[config.mk]
export PLATFORM = sky130hd
export DESIGN_NAME = rfm_cfg_regs
export DESIGN_NICKNAME = d
export VERILOG_FILES = /design/src/verilog/rfm_cfg_regs.v /design/src/verilog/rfm_addr_filter.v /design/src/verilog/rfm_synth_calc.v
export VERILOG_INCLUDE_DIRS = /design/src /design/src/verilog
export SDC_FILE = /design/constraint.sdc
export NUM_CORES = 1
export LEC_CHECK = 0
export BUFFER_PORTS_ARGS = -buffer_cell sky130_fd_sc_hd__buf_2
export CAP_MARGIN = 20
export CORE_ASPECT_RATIO = 1.2
export CORE_MARGIN = 4
export CORE_UTILIZATION = 64
export CTS_CLUSTER_SIZE = 12
export DETAILED_ROUTE_END_ITERATION = 7
export PLACE_DENSITY_LB_ADDON = 0.15
export SYNTH_ARGS = -nofsm -noshare
export SYNTH_HDL_FRONTEND = slang
export SYNTH_SLANG_ARGS = --single-unit
[constraint.sdc]
create_clock -name aclk -period 17.3 [get_ports aclk]
set_input_delay 2.595 -clock aclk [delete_from_list [all_inputs] [get_ports aclk]]
set_output_delay 2.595 -clock aclk [all_outputs]
set_load 0.02 [all_outputs]
[src/verilog/rfm_cfg_map.vh]
// Register offsets, field positions and reset values of the modem configuration group
`ifndef RFM_CFG_MAP_VH
`define RFM_CFG_MAP_VH
// ----------------------------------------------------------------------
// Register indices (byte address is four times the index)
// ----------------------------------------------------------------------
`define RFM_IDX_NODE_ADDR 8'h09
`define RFM_IDX_CHANNEL 8'h0a
`define RFM_IDX_IF_CTRL 8'h0b
`define RFM_IDX_OFS_CTRL 8'h0c
`define RFM_IDX_BASE_WORD_A_HIGH 8'h0d
`define RFM_IDX_BASE_WORD_A_MID 8'h0e
`define RFM_IDX_BASE_WORD_A_LOW 8'h0f
`define RFM_IDX_BW_EXP 8'h10
`define RFM_IDX_RATE_MANT 8'h11
`define RFM_IDX_FILTER_CTRL 8'h20
`define RFM_IDX_FILTER_TEST 8'h21
`define RFM_IDX_SYNTH_STAT 8'h22
`define RFM_IDX_CARRIER 8'h23
// ----------------------------------------------------------------------
// Reset values
// ----------------------------------------------------------------------
`define RFM_RST_NODE_ADDR 8'h00
`define RFM_RST_CHANNEL 8'h00
`define RFM_RST_IF_CTRL 8'h0f
`define RFM_RST_OFS_CTRL 8'h00
`define RFM_RST_BASE_WORD_A_HIGH 8'h1e
`define RFM_RST_BASE_WORD_A_MID 8'hc4
`define RFM_RST_BASE_WORD_A_LOW 8'hec
`define RFM_RST_BW_EXP 8'h8c
`define RFM_RST_RATE_MANT 8'h22
`define RFM_RST_FILTER 2'b00
`define RFM_RST_SPACING 16'h0000
// ----------------------------------------------------------------------
// Writable bit masks
// ----------------------------------------------------------------------
`define RFM_MASK_IF_CTRL 8'h3f
`define RFM_MASK_BASE_WORD_A_HIGH 8'h3f
// ----------------------------------------------------------------------
// Field positions
// ----------------------------------------------------------------------
`define RFM_IF_MSB 4
`define RFM_BWE_MSB 7
`define RFM_BWE_LSB 6
`define RFM_BWM_MSB 5
`define RFM_BWM_LSB 4
`define RFM_DRE_MSB 3
`define RFM_FILT_MSB 1
`define RFM_SPACE_LSB 16
`define RFM_STRB_SPACE_LO 2
`define RFM_STRB_SPACE_HI 3
// ----------------------------------------------------------------------
// Address filter modes and broadcast values
// ----------------------------------------------------------------------
`define RFM_FILT_OFF 2'b00
`define RFM_FILT_NODE 2'b01
`define RFM_FILT_ZERO 2'b10
`define RFM_FILT_BOTH 2'b11
`define RFM_BCAST_ZERO 8'h00
`define RFM_BCAST_ONES 8'hff
// ----------------------------------------------------------------------
// Scaling of the word arithmetic and bus response codes
// ----------------------------------------------------------------------
`define RFM_SH_BASE_TO_OFS 2
`define RFM_SH_IF_TO_BASE 6
`define RFM_RESP_OKAY 2'b00
`define RFM_RESP_SLVERR 2'b10
`endif

[src/verilog/rfm_cfg_regs.v]
// Modem configuration register group with AXI4-Lite slave
//
// Overview of operation
// - Received packet addresses are compared with the 8-bit node address, broadcast optional.
// - A 2-bit filter select gives off, node only, node or 0x00, node or 0x00 or 0xFF.
// - The unsigned 8-bit channel index times the channel spacing is added to the base word.
// - The 5-bit IF word in steps of f/2^10 is subtracted in receive and drives the mixer.
// - The signed 8-bit offset in steps of f/2^14 is added to the base before synthesis.
// - The two top bits of the 24-bit frequency word are read-only zero.
// - The base word spans three byte registers and sets the carrier in steps of f/2^16.
// - Bandwidth exponent in bits 7:6 and mantissa in bits 5:4 set the ADC decimation.
// - Symbol rate is (256 + mantissa) times 2^exponent over 2^28, times the crystal clock.
//
// The AXI4-Lite interface to the registers was chosen for this implementation.
`include "rfm_cfg_map.vh"
module rfm_cfg_regs (
  // Clock and reset
  input wire aclk,
  input wire aresetn,
  // AXI4-Lite write address
  input wire [11:0] s_axi_awaddr,
  input wire [2:0] s_axi_awprot,
  input wire s_axi_awvalid,
  output wire s_axi_awready,
  // AXI4-Lite write data
  input wire [31:0] s_axi_wdata,
  input wire [3:0] s_axi_wstrb,
  input wire s_axi_wvalid,
  output wire s_axi_wready,
  // AXI4-Lite write response
  output reg [1:0] s_axi_bresp,
  output reg s_axi_bvalid,
  input wire s_axi_bready,
  // AXI4-Lite read address
  input wire [11:0] s_axi_araddr,
  input wire [2:0] s_axi_arprot,
  input wire s_axi_arvalid,
  output wire s_axi_arready,
  // AXI4-Lite read data
  output reg [31:0] s_axi_rdata,
  output reg [1:0] s_axi_rresp,
  output reg s_axi_rvalid,
  input wire s_axi_rready,
  // Packet engine
  input wire [7:0] pkt_addr,
  input wire rx_mode,
  output wire pkt_addr_accept,
  // Modem settings
  output wire [25:0] carrier_word,
  output wire [4:0] intermediate_base_word_a_word,
  output wire [1:0] bandwidth_exponent,
  output wire [1:0] bandwidth_mantissa,
  output wire [3:0] symbol_rate_exponent,
  output wire [8:0] symbol_rate_mantissa_full,
  output reg [5:0] decim_factor_reg,
  output reg [15:0] rate_step_reg
);
  // --------------------------------------------------------------------
  // Register storage
  // --------------------------------------------------------------------
  reg [7:0] node_address_reg;
  reg [7:0] channel_number_reg;
  reg [7:0] synth_if_control_reg;
  reg [7:0] synth_offset_control_reg;
  reg [7:0] base_base_word_a_high_reg;
  reg [7:0] base_base_word_a_mid_reg;
  reg [7:0] base_base_word_a_low_reg;
  reg [7:0] modem_bw_rate_exp_reg;
  reg [7:0] modem_rate_mantissa_reg;
  reg [1:0] addr_filter_select_reg;
  reg [15:0] channel_spacing_reg;
  reg [7:0] test_addr_reg;

  // --------------------------------------------------------------------
  // Write channel handshake
  // --------------------------------------------------------------------
  reg aw_held_reg;
  reg w_held_reg;
  reg [9:0] aw_idx_reg;
  reg [31:0] w_data_reg;
  reg [3:0] w_strb_reg;
  wire aw_take;
  wire w_take;
  wire wr_go;
  wire [9:0] wr_idx;
  wire [31:0] wr_data;
  wire [3:0] wr_strb;
  reg wr_hit;

  assign s_axi_awready = !aw_held_reg && !s_axi_bvalid;
  assign s_axi_wready = !w_held_reg && !s_axi_bvalid;
  assign aw_take = s_axi_awvalid && s_axi_awready;
  assign w_take = s_axi_wvalid && s_axi_wready;
  assign wr_go = (aw_held_reg || aw_take) && (w_held_reg || w_take);
  assign wr_idx = aw_held_reg ? aw_idx_reg : s_axi_awaddr[11:2];
  assign wr_data = w_held_reg ? w_data_reg : s_axi_wdata;
  assign wr_strb = w_held_reg ? w_strb_reg : s_axi_wstrb;

  always @(posedge aclk) begin
    if (!aresetn) begin
      aw_held_reg <= 1'b0;
      w_held_reg <= 1'b0;
      aw_idx_reg <= 10'd0;
      w_data_reg <= 32'h0000_0000;
      w_strb_reg <= 4'h0;
      s_axi_bvalid <= 1'b0;
      s_axi_bresp <= `RFM_RESP_OKAY;
    end else begin
      if (wr_go) begin
        aw_held_reg <= 1'b0;
        w_held_reg <= 1'b0;
        s_axi_bvalid <= 1'b1;
        s_axi_bresp <= wr_hit ? `RFM_RESP_OKAY : `RFM_RESP_SLVERR;
      end else begin
        if (aw_take) begin
          aw_held_reg <= 1'b1;
          aw_idx_reg <= s_axi_awaddr[11:2];
        end
        if (w_take) begin
          w_held_reg <= 1'b1;
          w_data_reg <= s_axi_wdata;
          w_strb_reg <= s_axi_wstrb;
        end
        if (s_axi_bvalid && s_axi_bready) begin
          s_axi_bvalid <= 1'b0;
        end
      end
    end
  end

  // --------------------------------------------------------------------
  // Address decode
  // --------------------------------------------------------------------
  always @* begin
    case (wr_idx)
      {2'd0, `RFM_IDX_NODE_ADDR}, {2'd0, `RFM_IDX_CHANNEL}, {2'd0, `RFM_IDX_IF_CTRL},
      {2'd0, `RFM_IDX_OFS_CTRL}, {2'd0, `RFM_IDX_BASE_WORD_A_HIGH}, {2'd0, `RFM_IDX_BASE_WORD_A_MID},
      {2'd0, `RFM_IDX_BASE_WORD_A_LOW}, {2'd0, `RFM_IDX_BW_EXP}, {2'd0, `RFM_IDX_RATE_MANT},
      {2'd0, `RFM_IDX_FILTER_CTRL}, {2'd0, `RFM_IDX_FILTER_TEST}: wr_hit = 1'b1;
      default: wr_hit = 1'b0;
    endcase
  end

  // --------------------------------------------------------------------
  // Register writes
  // --------------------------------------------------------------------
  always @(posedge aclk) begin
    if (!aresetn) begin
      node_address_reg <= `RFM_RST_NODE_ADDR;
      channel_number_reg <= `RFM_RST_CHANNEL;
      synth_if_control_reg <= `RFM_RST_IF_CTRL;
      synth_offset_control_reg <= `RFM_RST_OFS_CTRL;
      base_base_word_a_high_reg <= `RFM_RST_BASE_WORD_A_HIGH;
      base_base_word_a_mid_reg <= `RFM_RST_BASE_WORD_A_MID;
      base_base_word_a_low_reg <= `RFM_RST_BASE_WORD_A_LOW;
      modem_bw_rate_exp_reg <= `RFM_RST_BW_EXP;
      modem_rate_mantissa_reg <= `RFM_RST_RATE_MANT;
      addr_filter_select_reg <= `RFM_RST_FILTER;
      test_addr_reg <= `RFM_BCAST_ZERO;
    end else if (wr_go && wr_strb[0]) begin
      case (wr_idx)
        {2'd0, `RFM_IDX_NODE_ADDR}: node_address_reg <= wr_data[7:0];
        {2'd0, `RFM_IDX_CHANNEL}: channel_number_reg <= wr_data[7:0];
        {2'd0, `RFM_IDX_IF_CTRL}:
          synth_if_control_reg <= wr_data[7:0] & `RFM_MASK_IF_CTRL;
        {2'd0, `RFM_IDX_OFS_CTRL}: synth_offset_control_reg <= wr_data[7:0];
        {2'd0, `RFM_IDX_BASE_WORD_A_HIGH}:
          base_base_word_a_high_reg <= wr_data[7:0] & `RFM_MASK_BASE_WORD_A_HIGH;
        {2'd0, `RFM_IDX_BASE_WORD_A_MID}: base_base_word_a_mid_reg <= wr_data[7:0];
        {2'd0, `RFM_IDX_BASE_WORD_A_LOW}: base_base_word_a_low_reg <= wr_data[7:0];
        {2'd0, `RFM_IDX_BW_EXP}: modem_bw_rate_exp_reg <= wr_data[7:0];
        {2'd0, `RFM_IDX_RATE_MANT}: modem_rate_mantissa_reg <= wr_data[7:0];
        {2'd0, `RFM_IDX_FILTER_CTRL}: begin
          addr_filter_select_reg <= wr_data[`RFM_FILT_MSB:0];
        end
        {2'd0, `RFM_IDX_FILTER_TEST}: test_addr_reg <= wr_data[7:0];
        default: ;
      endcase
    end
  end

  // --------------------------------------------------------------------
  // Channel spacing, upper half of the filter control word
  // --------------------------------------------------------------------
  wire spacing_hit;
  wire spacing_lo_we;
  wire spacing_hi_we;

  assign spacing_hit = wr_go && (wr_idx == {2'd0, `RFM_IDX_FILTER_CTRL});
  assign spacing_lo_we = spacing_hit && wr_strb[`RFM_STRB_SPACE_LO];
  assign spacing_hi_we = spacing_hit && wr_strb[`RFM_STRB_SPACE_HI];

  always @(posedge aclk) begin
    if (!aresetn) begin
      channel_spacing_reg <= `RFM_RST_SPACING;
    end else begin
      if (spacing_lo_we) begin
        channel_spacing_reg[7:0] <= wr_data[`RFM_SPACE_LSB+7:`RFM_SPACE_LSB];
      end
      if (spacing_hi_we) begin
        channel_spacing_reg[15:8] <= wr_data[`RFM_SPACE_LSB+15:`RFM_SPACE_LSB+8];
      end
    end
  end

  // --------------------------------------------------------------------
  // Field views and derived modem settings
  // --------------------------------------------------------------------
  wire test_accept;
  assign intermediate_base_word_a_word = synth_if_control_reg[`RFM_IF_MSB:0];
  assign bandwidth_exponent = modem_bw_rate_exp_reg[`RFM_BWE_MSB:`RFM_BWE_LSB];
  assign bandwidth_mantissa = modem_bw_rate_exp_reg[`RFM_BWM_MSB:`RFM_BWM_LSB];
  assign symbol_rate_exponent = modem_bw_rate_exp_reg[`RFM_DRE_MSB:0];
  assign symbol_rate_mantissa_full = {1'b1, modem_rate_mantissa_reg};

  always @(posedge aclk) begin
    if (!aresetn) begin
      decim_factor_reg <= 6'd0;
      rate_step_reg <= 16'h0000;
    end else begin
      // Divider of f_xosc/8: (4 + m) * 2^e
      decim_factor_reg <= {3'd0, 1'b1, bandwidth_mantissa} << bandwidth_exponent;
      // Multiplier of f_xosc/2^28, shifted left by the exponent downstream
      rate_step_reg <= {7'd0, symbol_rate_mantissa_full};
    end
  end

  // --------------------------------------------------------------------
  // Address filter and synthesizer word
  // --------------------------------------------------------------------
  rfm_addr_filter u_filter (
    .node_address(node_address_reg),
    .addr_filter_select(addr_filter_select_reg),
    .pkt_addr(pkt_addr),
    .accept(pkt_addr_accept)
  );

  rfm_addr_filter u_filter_test (
    .node_address(node_address_reg),
    .addr_filter_select(addr_filter_select_reg),
    .pkt_addr(test_addr_reg),
    .accept(test_accept)
  );

  rfm_synth_calc u_synth (
    .aclk(aclk),
    .aresetn(aresetn),
    .base_word_a({base_base_word_a_high_reg[5:0], base_base_word_a_mid_reg, base_base_word_a_low_reg}),
    .channel_index(channel_number_reg),
    .channel_spacing(channel_spacing_reg),
    .synth_offset_word(synth_offset_control_reg),
    .intermediate_base_word_a_word(intermediate_base_word_a_word),
    .rx_mode(rx_mode),
    .carrier_word_reg(carrier_word)
  );

  // --------------------------------------------------------------------
  // Read channel
  // --------------------------------------------------------------------
  reg [31:0] rd_mux;
  reg rd_hit;
  wire [9:0] rd_idx;
  assign rd_idx = s_axi_araddr[11:2];
  assign s_axi_arready = !s_axi_rvalid;

  always @* begin
    rd_mux = 32'h0000_0000;
    rd_hit = 1'b1;
    case (rd_idx)
      {2'd0, `RFM_IDX_NODE_ADDR}: rd_mux[7:0] = node_address_reg;
      {2'd0, `RFM_IDX_CHANNEL}: rd_mux[7:0] = channel_number_reg;
      {2'd0, `RFM_IDX_IF_CTRL}: rd_mux[7:0] = synth_if_control_reg;
      {2'd0, `RFM_IDX_OFS_CTRL}: rd_mux[7:0] = synth_offset_control_reg;
      {2'd0, `RFM_IDX_BASE_WORD_A_HIGH}: rd_mux[7:0] = base_base_word_a_high_reg;
      {2'd0, `RFM_IDX_BASE_WORD_A_MID}: rd_mux[7:0] = base_base_word_a_mid_reg;
      {2'd0, `RFM_IDX_BASE_WORD_A_LOW}: rd_mux[7:0] = base_base_word_a_low_reg;
      {2'd0, `RFM_IDX_BW_EXP}: rd_mux[7:0] = modem_bw_rate_exp_reg;
      {2'd0, `RFM_IDX_RATE_MANT}: rd_mux[7:0] = modem_rate_mantissa_reg;
      {2'd0, `RFM_IDX_FILTER_CTRL}: begin
        rd_mux[`RFM_FILT_MSB:0] = addr_filter_select_reg;
        rd_mux[31:`RFM_SPACE_LSB] = channel_spacing_reg;
      end
      {2'd0, `RFM_IDX_FILTER_TEST}: rd_mux = {23'd0, test_accept, test_addr_reg};
      {2'd0, `RFM_IDX_SYNTH_STAT}: rd_mux = {6'd0, carrier_word};
      {2'd0, `RFM_IDX_CARRIER}: rd_mux = {10'd0, decim_factor_reg, rate_step_reg};
      default: rd_hit = 1'b0;
    endcase
  end

  always @(posedge aclk) begin
    if (!aresetn) begin
      s_axi_rvalid <= 1'b0;
      s_axi_rdata <= 32'h0000_0000;
      s_axi_rresp <= `RFM_RESP_OKAY;
    end else if (s_axi_arvalid && s_axi_arready) begin
      s_axi_rvalid <= 1'b1;
      s_axi_rdata <= rd_mux;
      s_axi_rresp <= rd_hit ? `RFM_RESP_OKAY : `RFM_RESP_SLVERR;
    end else if (s_axi_rvalid && s_axi_rready) begin
      s_axi_rvalid <= 1'b0;
    end
  end
endmodule

[src/verilog/rfm_addr_filter.v]
// Received packet address filter
`include "rfm_cfg_map.vh"
module rfm_addr_filter (
  // Settings
  input wire [7:0] node_address,
  input wire [1:0] addr_filter_select,
  // Packet address
  input wire [7:0] pkt_addr,
  // Verdict
  output reg accept
);
  always @* begin
    case (addr_filter_select)
      `RFM_FILT_OFF: accept = 1'b1;
      `RFM_FILT_NODE: accept = (pkt_addr == node_address);
      `RFM_FILT_ZERO: accept = (pkt_addr == node_address) ||
        (pkt_addr == `RFM_BCAST_ZERO);
      `RFM_FILT_BOTH: accept = (pkt_addr == node_address) ||
        (pkt_addr == `RFM_BCAST_ZERO) || (pkt_addr == `RFM_BCAST_ONES);
      default: accept = 1'b0;
    endcase
  end
endmodule

[src/verilog/rfm_synth_calc.v]
// Synthesizer frequency word arithmetic, in units of f_xosc / 2^16
`include "rfm_cfg_map.vh"
module rfm_synth_calc (
  // Clock and reset
  input wire aclk,
  input wire aresetn,
  // Settings
  input wire [21:0] base_word_a,
  input wire [7:0] channel_index,
  input wire [15:0] channel_spacing,
  input wire [7:0] synth_offset_word,
  input wire [4:0] intermediate_base_word_a_word,
  input wire rx_mode,
  // Result
  output reg [25:0] carrier_word_reg
);
  reg [25:0] carrier_word_next;
  wire [23:0] channel_index_product;
  wire [25:0] ofs_ext;
  wire [25:0] if_ext;
  assign channel_index_product = channel_index * channel_spacing;
  // Offset step is f/2^14, i.e. four base steps
  assign ofs_ext = {{18{synth_offset_word[7]}}, synth_offset_word} <<< `RFM_SH_BASE_TO_OFS;
  // IF step is f/2^10, i.e. 64 base steps
  assign if_ext = {21'd0, intermediate_base_word_a_word} << `RFM_SH_IF_TO_BASE;
  always @* begin
    carrier_word_next = {4'd0, base_word_a} + {2'd0, channel_index_product};
    carrier_word_next = carrier_word_next + ofs_ext;
    if (rx_mode) begin
      carrier_word_next = carrier_word_next - if_ext;
    end
  end
  always @(posedge aclk) begin
    if (!aresetn) begin
      carrier_word_reg <= 26'd0;
    end else begin
      carrier_word_reg <= carrier_word_next;
    end
  end
endmodule

==> reports/qor.yml, run 1 <==
sta:
  finalHoldViolCount: 0
  fmax_mhz: 119
  period_minus_slack_ns: 8.39
  tightest_slew_ns: 1.06
  skew_ns: 0.0257
  rsz0062_at_grt: "no"
  timing.slew.headroom_pct: 27.1
  tns_ns: 0
  slew_violations: 0
  setup_viol: 0
  period_share_pct: 48.5
clocking:
  cts.sinks: 210
  hold_buffers: 0
  htree_levels: 1
  clkLatencyLatePin_ns: 0.53
  cts-buffers-inserted: 23
  root_buffer: "clkbuf_16"
  clk_pin_slew_ns: 0.06
  cts_setup_buffers: 0
  ctsLongestPathBuffers: 3
  cts_tree: "built"
  cts_resized: 0
pwr:
  ir_worst_vdd_mv: 0.0842
  clkPwrFrac_pct: 44.1
  switching_share_pct: 25.6
  p_leak_nw: 8.09
  seqPwrFrac_pct: 46.7
  switchingPower_uw: 276
  p_per_area_nw_per_um2: 63.0
  p_int_uw: 801
  power_frac_comb_pct: 9.3
routing:
  drc: 1
  antenna_left: 0
  vias: 13721
  firstDrtPassIters: 8
  drtIter0Drc: 1131
  wl_per_cell_um: 19.9
  avgViaCountPerCell: 6.12
  wl_um: 44500
die:
  ios: 194
  core.rowCount: 62
  design.die.area_um2: 26900
  die_x_um: 150
  fp.coreArea_um2: 24000
  chipHeight_um: 179
  initial_utilization_pct: 64.9
synth:
  synth-simple-area-share_pct: 19.3
  synth_xor_area_share_pct: 3.47
  synth_cell_types: 90
  synth_compound_gate_area_share_pct: 15.3
  synth_ff_type: "dfxtp_1"
  yosys_register_bits: 210
  synth.top_cell.area_share_pct: 27.0
  synthAdderAreaFrac_pct: 20.0
  synthCells: 1814
  synth.area.mux_share_pct: 7.17
  yosysTopAreaCell: "dfxtp_1"
  ys_top_cells_by_area: "dfxtp_1 (27%), fa_1 (14%), ha_1 (6.1%), mux2i_1 (5.8%), inv_1 (4.4%)"
  synth_edf_count: 0
  netlist_area_um2: 15600
  synth_top_family_by_area: "adder cells"
  synth-seq-area-share_pct: 27.0
  ys_warn_count: 0
  synthArstFlopShare_pct: 0
  syn_avg_cell_area_um2: 8.57
hold_path:
  hold_start: "s_axi_rdata[15]$_SDFFE_PN0P_"
  whs_endpoint: "s_axi_rdata[15]$_SDFFE_PN0P_"
  hold_class: "reg2reg"
  whs_path_depth: 2
critical_path:
  critPathMaxStageDelay_ns: 0.80
  startpoint_type: "register"
  endpoint_kind: "register"
  cp_max_fo: 18
  cp.required_ns: 17.70
  crit_buf_inv: 3
  cpMostUsedCell: "fa_1"
  crit_family: "adder cells"
  reg2reg_slack_ns: 8.91
  reg2reg_from: "channel_number_reg[7]$_SDFFE_PN0P_"
  crit_slowest_cell: "dfxtp_1"
  timing.rr.end: "u_synth.carrier_word_reg[24]$_SDFF_PN0_"
  crit_cells: 27
  critPathKind: "reg2reg"
  r2r_cells: 27
  critPathArrivalTime_ns: 8.79
placement:
  portBuffers: 164
  gp_congestion: 0.986
  detailed_place_hpwl_um: 33600
  post_dp_cell_area_um2: 16400
final_layout:
  diodes: 0
  largest_reg_flops: 32
  syn_to_final_growth_pct: 9.99
  fin_area_um2: 17100
  drive_above_1_share_pct: 13.4
  nNetsFinal: 2175
global_route:
  grt_overflow: 0
  grt_max_degree: 99
  grt_pass1_wl_um: 70900
  grt_pass1_vias: 13546
  antenna_found_initial: 1
  grt_use_total_pct: 33.2
status:
  violations: "design-rule violations"
  outcome: "finished, violations left"
run:
  drv_cap: 0
-- area by class of cell --
cell class,instances,area [um2]
fillers,1871,6860
multi-input cells,1317,10200
flip-flops and latches,210,4200
repair buffers,173,896
clock buffers,34,647
well taps,320,400
inverters,184,693
clock inverters,5,68.8
-- cell usage after synthesis (4+ instances only) --
cell	n
nor2b_1	8
mux2_2	19
a21o_1	18
xnor2_1	42
nor3_1	28
a311oi_1	18
and2_1	99
fa_1	108
o31ai_1	4
nand2b_1	13
nor4_2	5
mux2i_1	90
a211o_1	4
a31oi_1	13
nor4_1	6
xor2_1	14
and3_1	13
nand3b_1	5
a21oi_1	126
clkbuf_1	80
ha_1	76
buf_4	15
o21ai_0	34
nand4_1	12
dfxtp_1	210
o2111ai_1	4
buf_1	8
nand2_1	180
nor4b_1	4
nor3b_1	4
inv_1	183
a221oi_1	10
o21a_1	6
nor2_1	171
a22oi_1	7
a211oi_1	20
a221o_1	12
nand3_1	35
o211ai_1	14
a222oi_1	12
buf_2	5
-- per-layer routing --
| layer | global-route usage, % | vias to the layer above | wire (um) |
|---|---|---|---|
| li1 | - | 6323 | - |
| met1 | 40.5 | 6603 | 16800 |
| met2 | 57.6 | 652 | 21600 |
| met3 | 4.35 | 141 | 3600 |
| met4 | 16.6 | 2 | 2480 |
| met5 | 0 | - | 20 |
-- power groups by stage --
stage                     clock network, mW  registers (mW)  logic (mW)
after floorplan                           0           0.516      0.0608
after global placement                    0           0.513      0.0956
after CTS                             0.476           0.503      0.0985
final                                 0.475           0.503      0.0998
after global routing                  0.498           0.504       0.107
after detailed placement                  0           0.513      0.0975
-- tightest hold or removal path: stages (launching register included) --
cell and delay (ns):
dfxtp_1 0.30, nand2_1 0.05, a21oi_1 0.05
-- layout by cell type (no fill, tap or decap), types with 10 or more instances in the layout --
master       n
dfxtp_1    210
inv_1      183
nand2_1    180
nor2_1     171
buf_2      164
a21oi_1    126
fa_1       108
and2_1      99
mux2i_1     90
ha_1        76
xnor2_1     42
nand3_1     35
o21ai_0     34
nor3_1      28
clkbuf_16   23
a211oi_1    20
mux2_2      19
a21o_1      18
a311oi_1    18
o211ai_1    14
xor2_1      14
nand2b_1    13
and3_1      13
a31oi_1     13
nand4_1     12
a221o_1     12
a222oi_1    12
a221oi_1    10
conb_1      10
-- per-stage QoR --
stage / std cells / util [%] / setup slack, ns / hold slack, ns / total power [mW]
2_1_floorplan: 1822 / - / 10.11 / 0.433 / 0.576
3_3_place_gp: 2203 / 68.3 / 9.12 / 0.436 / 0.608
3_5_place_dp: 2203 / 68.3 / 8.97 / 0.440 / 0.611
4_1_cts: 2242 / 71.3 / 8.99 / 0.448 / 1.08
5_1_grt: 2243 / 71.4 / 8.28 / 0.461 / 1.11
6_report: 2243 / 71.4 / 8.91 / 0.448 / 1.08
-- worst max-delay path by stage --
stage                                        from                                       to  slack (ns)
3_3_place_gp   channel_number_reg[0]$_SDFFE_PN0P_  u_synth.carrier_word_reg[24]$_SDFF_PN0_        9.12
5_1_grt        channel_number_reg[1]$_SDFFE_PN0P_  u_synth.carrier_word_reg[24]$_SDFF_PN0_        8.28
2_1_floorplan  channel_number_reg[0]$_SDFFE_PN0P_  u_synth.carrier_word_reg[25]$_SDFF_PN0_       10.11
6_report       channel_number_reg[7]$_SDFFE_PN0P_  u_synth.carrier_word_reg[24]$_SDFF_PN0_        8.91
4_1_cts        channel_number_reg[0]$_SDFFE_PN0P_  u_synth.carrier_word_reg[23]$_SDFF_PN0_        8.99
3_5_place_dp   channel_number_reg[1]$_SDFFE_PN0P_  u_synth.carrier_word_reg[24]$_SDFF_PN0_        8.97
-- kinds of logic after synthesis --
kind of cell             count (synthesis)
multiplexers                           109
AO/OA/AOI/OAI                          345
XOR/XNOR                                59
buffers and inverters                  295
adder cells (fa/ha/maj)                184
other                                    2
flip-flops                             210
AND/OR/NAND/NOR                        610
No activity file was read; power rests on OpenSTA's default activity.
==> run 2: changes to the inputs <==
--- a/config.mk
+++ b/config.mk
@@ -10,7 +10,7 @@
 export CAP_MARGIN = 20
 export CORE_ASPECT_RATIO = 1.2
 export CORE_MARGIN = 4
-export CORE_UTILIZATION = 64
+export CORE_UTILIZATION = 54
 export CTS_CLUSTER_SIZE = 12
 export DETAILED_ROUTE_END_ITERATION = 7
 export PLACE_DENSITY_LB_ADDON = 0.15
==> constraint.sdc (replaced) <==
create_clock -name aclk -period 7.4 [get_ports aclk]
set_input_delay 1.11 -clock aclk [delete_from_list [all_inputs] [get_ports aclk]]
set_output_delay 1.11 -clock aclk [all_outputs]
set_load 0.02 [all_outputs]
==> run 2 against run 1 <==
Effect of this change:
- the run now ends clean
- final cell count increased by 5.6%
- combinational power rose by 140%
- fmax is 19% higher
- cell area rose by 4.7%
- core utilization decreased by 7.8 points
- global-route usage down 3.9 points
- power is 140% higher
- sequential share of layout area shrank 0.99 points
- sequential cell count stayed put
==> reports/qor.yml, run 2 (synthesis results as in run 1) <==
clocking:
  cts_tree: "built"
  hold_buffers: 0  # unchanged
  cts-buffers-inserted: 24  # +4.3%
  ctsLongestPathBuffers: 3  # unchanged
  root_buffer: "clkbuf_16"
  cts.sinks: 210  # unchanged
  htree_levels: 1  # unchanged
  clkLatencyLatePin_ns: 0.54  # about the same
  clk_pin_slew_ns: 0.06  # about the same
critical_path:
  r2r_cells: 32  # +19%
  reg2reg_from: "channel_spacing_reg[2]$_SDFFE_PN0P_"
  crit_slowest_cell: "fa_1"
  startpoint_type: "register"
  critPathMaxStageDelay_ns: 0.55  # -0.25 ns
  timing.rr.end: "u_synth.carrier_word_reg[23]$_SDFF_PN0_"
  endpoint: "u_synth.carrier_word_reg[23]$_SDFF_PN0_"
  cpMostUsedCell: "buf_4"
  cp.required_ns: 7.88  # -9.82 ns
  startpoint: "channel_spacing_reg[2]$_SDFFE_PN0P_"
  critPathKind: "reg2reg"
  cp_max_fo: 9  # -9
  critPathArrivalTime_ns: 7.53  # -1.26 ns
  endpoint_kind: "register"
  reg2reg_slack_ns: 0.35  # -8.55 ns
die:
  initial_utilization_pct: 55.2  # -9.7 points
  chipHeight_um: 194  # +8.5%
  core.rowCount: 67  # +8.1%
  die_x_um: 163  # +8.4%
  fp.coreArea_um2: 28200  # +18%
  design.die.area_um2: 31600  # +18%
  ios: 194  # unchanged
sta:
  period_share_pct: 95.2  # +47 points
  period_minus_slack_ns: 7.05  # -1.35 ns
  setup_viol: 0  # unchanged
  skew_ns: 0.0237  # -0.00201 ns
  finalHoldViolCount: 0  # unchanged
  setup_slack_ns: 0.352  # -8.55 ns
  tightest_slew_ns: 1.15  # +0.0874 ns
  slew_violations: 0  # unchanged
  timing.slew.headroom_pct: 23.2  # -3.9 points
  fmax_mhz: 142  # +19%
pwr:
  p_leak_nw: 8.45  # +4.4%
  clkPwrFrac_pct: 44.7  # +0.6 points
  seqPwrFrac_pct: 45.9  # -0.8 points
  power_frac_comb_pct: 9.4  # about the same
  switching_share_pct: 26.5  # +0.93 points
  p_int_mw: 1.88  # +130%
  ir_worst_vdd_mv: 0.147  # +74%
  switchingPower_uw: 679  # +150%
  p_per_area_nw_per_um2: 143  # +130%
final_layout:
  final_common_cell: "dfxtp_1"
  largest_reg_flops: 32  # unchanged
  final_cell_mix: "dfxtp_1 (200), inv_1 (183), nand2_1 (179), nor2_1 (169), buf_2 (164)"
  syn_to_final_growth_pct: 15.2
  nNetsFinal: 2239  # +2.9%
  fin_area_um2: 17900  # +4.7%
  drive_above_1_share_pct: 18.4  # +4.9 points
routing:
  firstDrtPassIters: 8  # unchanged
  wl_um: 47700  # +7.0%
  drtIter0Drc: 1143  # +1.1%
  vias: 13934  # +1.6%
  avgViaCountPerCell: 5.88  # -3.8%
  drc: 0  # -1
  antenna_left: 0  # unchanged
  wl_per_cell_um: 20.1  # +1.4%
global_route:
  grt_pass1_wl_um: 73900  # +4.2%
  grt_pass1_vias: 13451  # -0.70%
  antenna_found_initial: 0  # -1
  grt_use_total_pct: 29.3  # -3.9 points
  grt_max_degree: 120  # +21%
  grt_overflow: 0  # unchanged
placement:
  portBuffers: 164  # unchanged
  post_dp_cell_area_um2: 16900  # +3.3%
  detailed_place_hpwl_um: 36300  # +7.8%
  gp_congestion: 0.947  # -4.0%
  dp_slack_ns: 0.0987  # -8.87 ns
run:
  drv_cap: 0  # unchanged
status:
  outcome: "finished clean"
hold_path:
  hold_class: "reg2reg"
[run 2: changes by cell type in the layout (fill, tap and decap cells not counted), moves of 5 or more]
cell	delta
buf_4	+57
buf_6	+5
dfxtp_1	-10
dfxtp_2	+7
ha_1	-5
[run 2: what timing repair did]
action | in CTS | in global routing
buffers inserted | 0 | 3
endpoints found under the setup margin | 0 | 9
resized for setup | 0 | 54
[run 2: critical path: cells and delay by family (launching register included)]
family	cells	cell delay, ns
buffers and inverters	8	0.94
DFF	1	0.34
and+or+nand+nor	4	0.50
adders and majority gates	6	2.37
AOI/OAI and AO/OA	14	2.82
[run 2: power by group through the flow]
stage | registers (mW) | clock network (mW) | logic (mW)
finish | 1.17 | 1.15 | 0.240
global route | 1.18 | 1.20 | 0.258
CTS | 1.18 | 1.15 | 0.237
detailed placement | 1.20 | 0 | 0.236
global placement | 1.20 | 0 | 0.233
floorplan | 1.21 | 0 | 0.142
[run 2: final cells by class]
| class | count | area [um2] |
|---|---|---|
| Clock inverter | 8 | 73.8 |
| Inverter | 184 | 693 |
| Fill cell | 2474 | 10300 |
| Timing Repair Buffer | 236 | 1410 |
| Clock buffer | 33 | 684 |
| Sequential cell | 210 | 4220 |
| Antenna cell | 1 | 2.50 |
| Multi-Input combinational cell | 1317 | 10400 |
| Tap cell | 379 | 474 |
[run 2: routing by layer]
metal,track usage (%),vias to the layer above,routed length [um]
met5,0,-,0
met4,12.3,0,2310
met3,3.95,114,2940
met2,50.1,536,23300
met1,37.1,6825,19100
li1,-,6459,-
[run 2: through the flow]
stage	util (%)	cells	power (mW)	hold WS [ns]	TNS, ns
6_report	63.6	2368	2.56	0.453	0
5_1_grt	63.6	2367	2.63	0.470	-0.0810
4_1_cts	62.8	2362	2.56	0.452	0
3_5_place_dp	60.1	2321	1.44	0.443	0
3_3_place_gp	60.1	2321	1.43	0.437	0
2_1_floorplan	-	1822	1.35	0.433	0
[run 2: how the worst min path moves through the flow]
stage                                       startpoint                      endpoint  slack (ns)  cells after the start
after CTS                 s_axi_rdata[10]$_SDFFE_PN0P_  s_axi_rdata[10]$_SDFFE_PN0P_        0.45                      2
after detailed placement  s_axi_rdata[10]$_SDFFE_PN0P_  s_axi_rdata[10]$_SDFFE_PN0P_        0.44                      2
after global placement    s_axi_rdata[29]$_SDFFE_PN0P_  s_axi_rdata[29]$_SDFFE_PN0P_        0.44                      2
after global routing       w_data_reg[20]$_SDFFE_PN0P_   w_data_reg[20]$_SDFFE_PN0P_        0.47                      2
final                     s_axi_rdata[11]$_SDFFE_PN0P_  s_axi_rdata[11]$_SDFFE_PN0P_        0.45                      2
after floorplan             w_data_reg[0]$_SDFFE_PN0P_    w_data_reg[0]$_SDFFE_PN0P_        0.43                      2
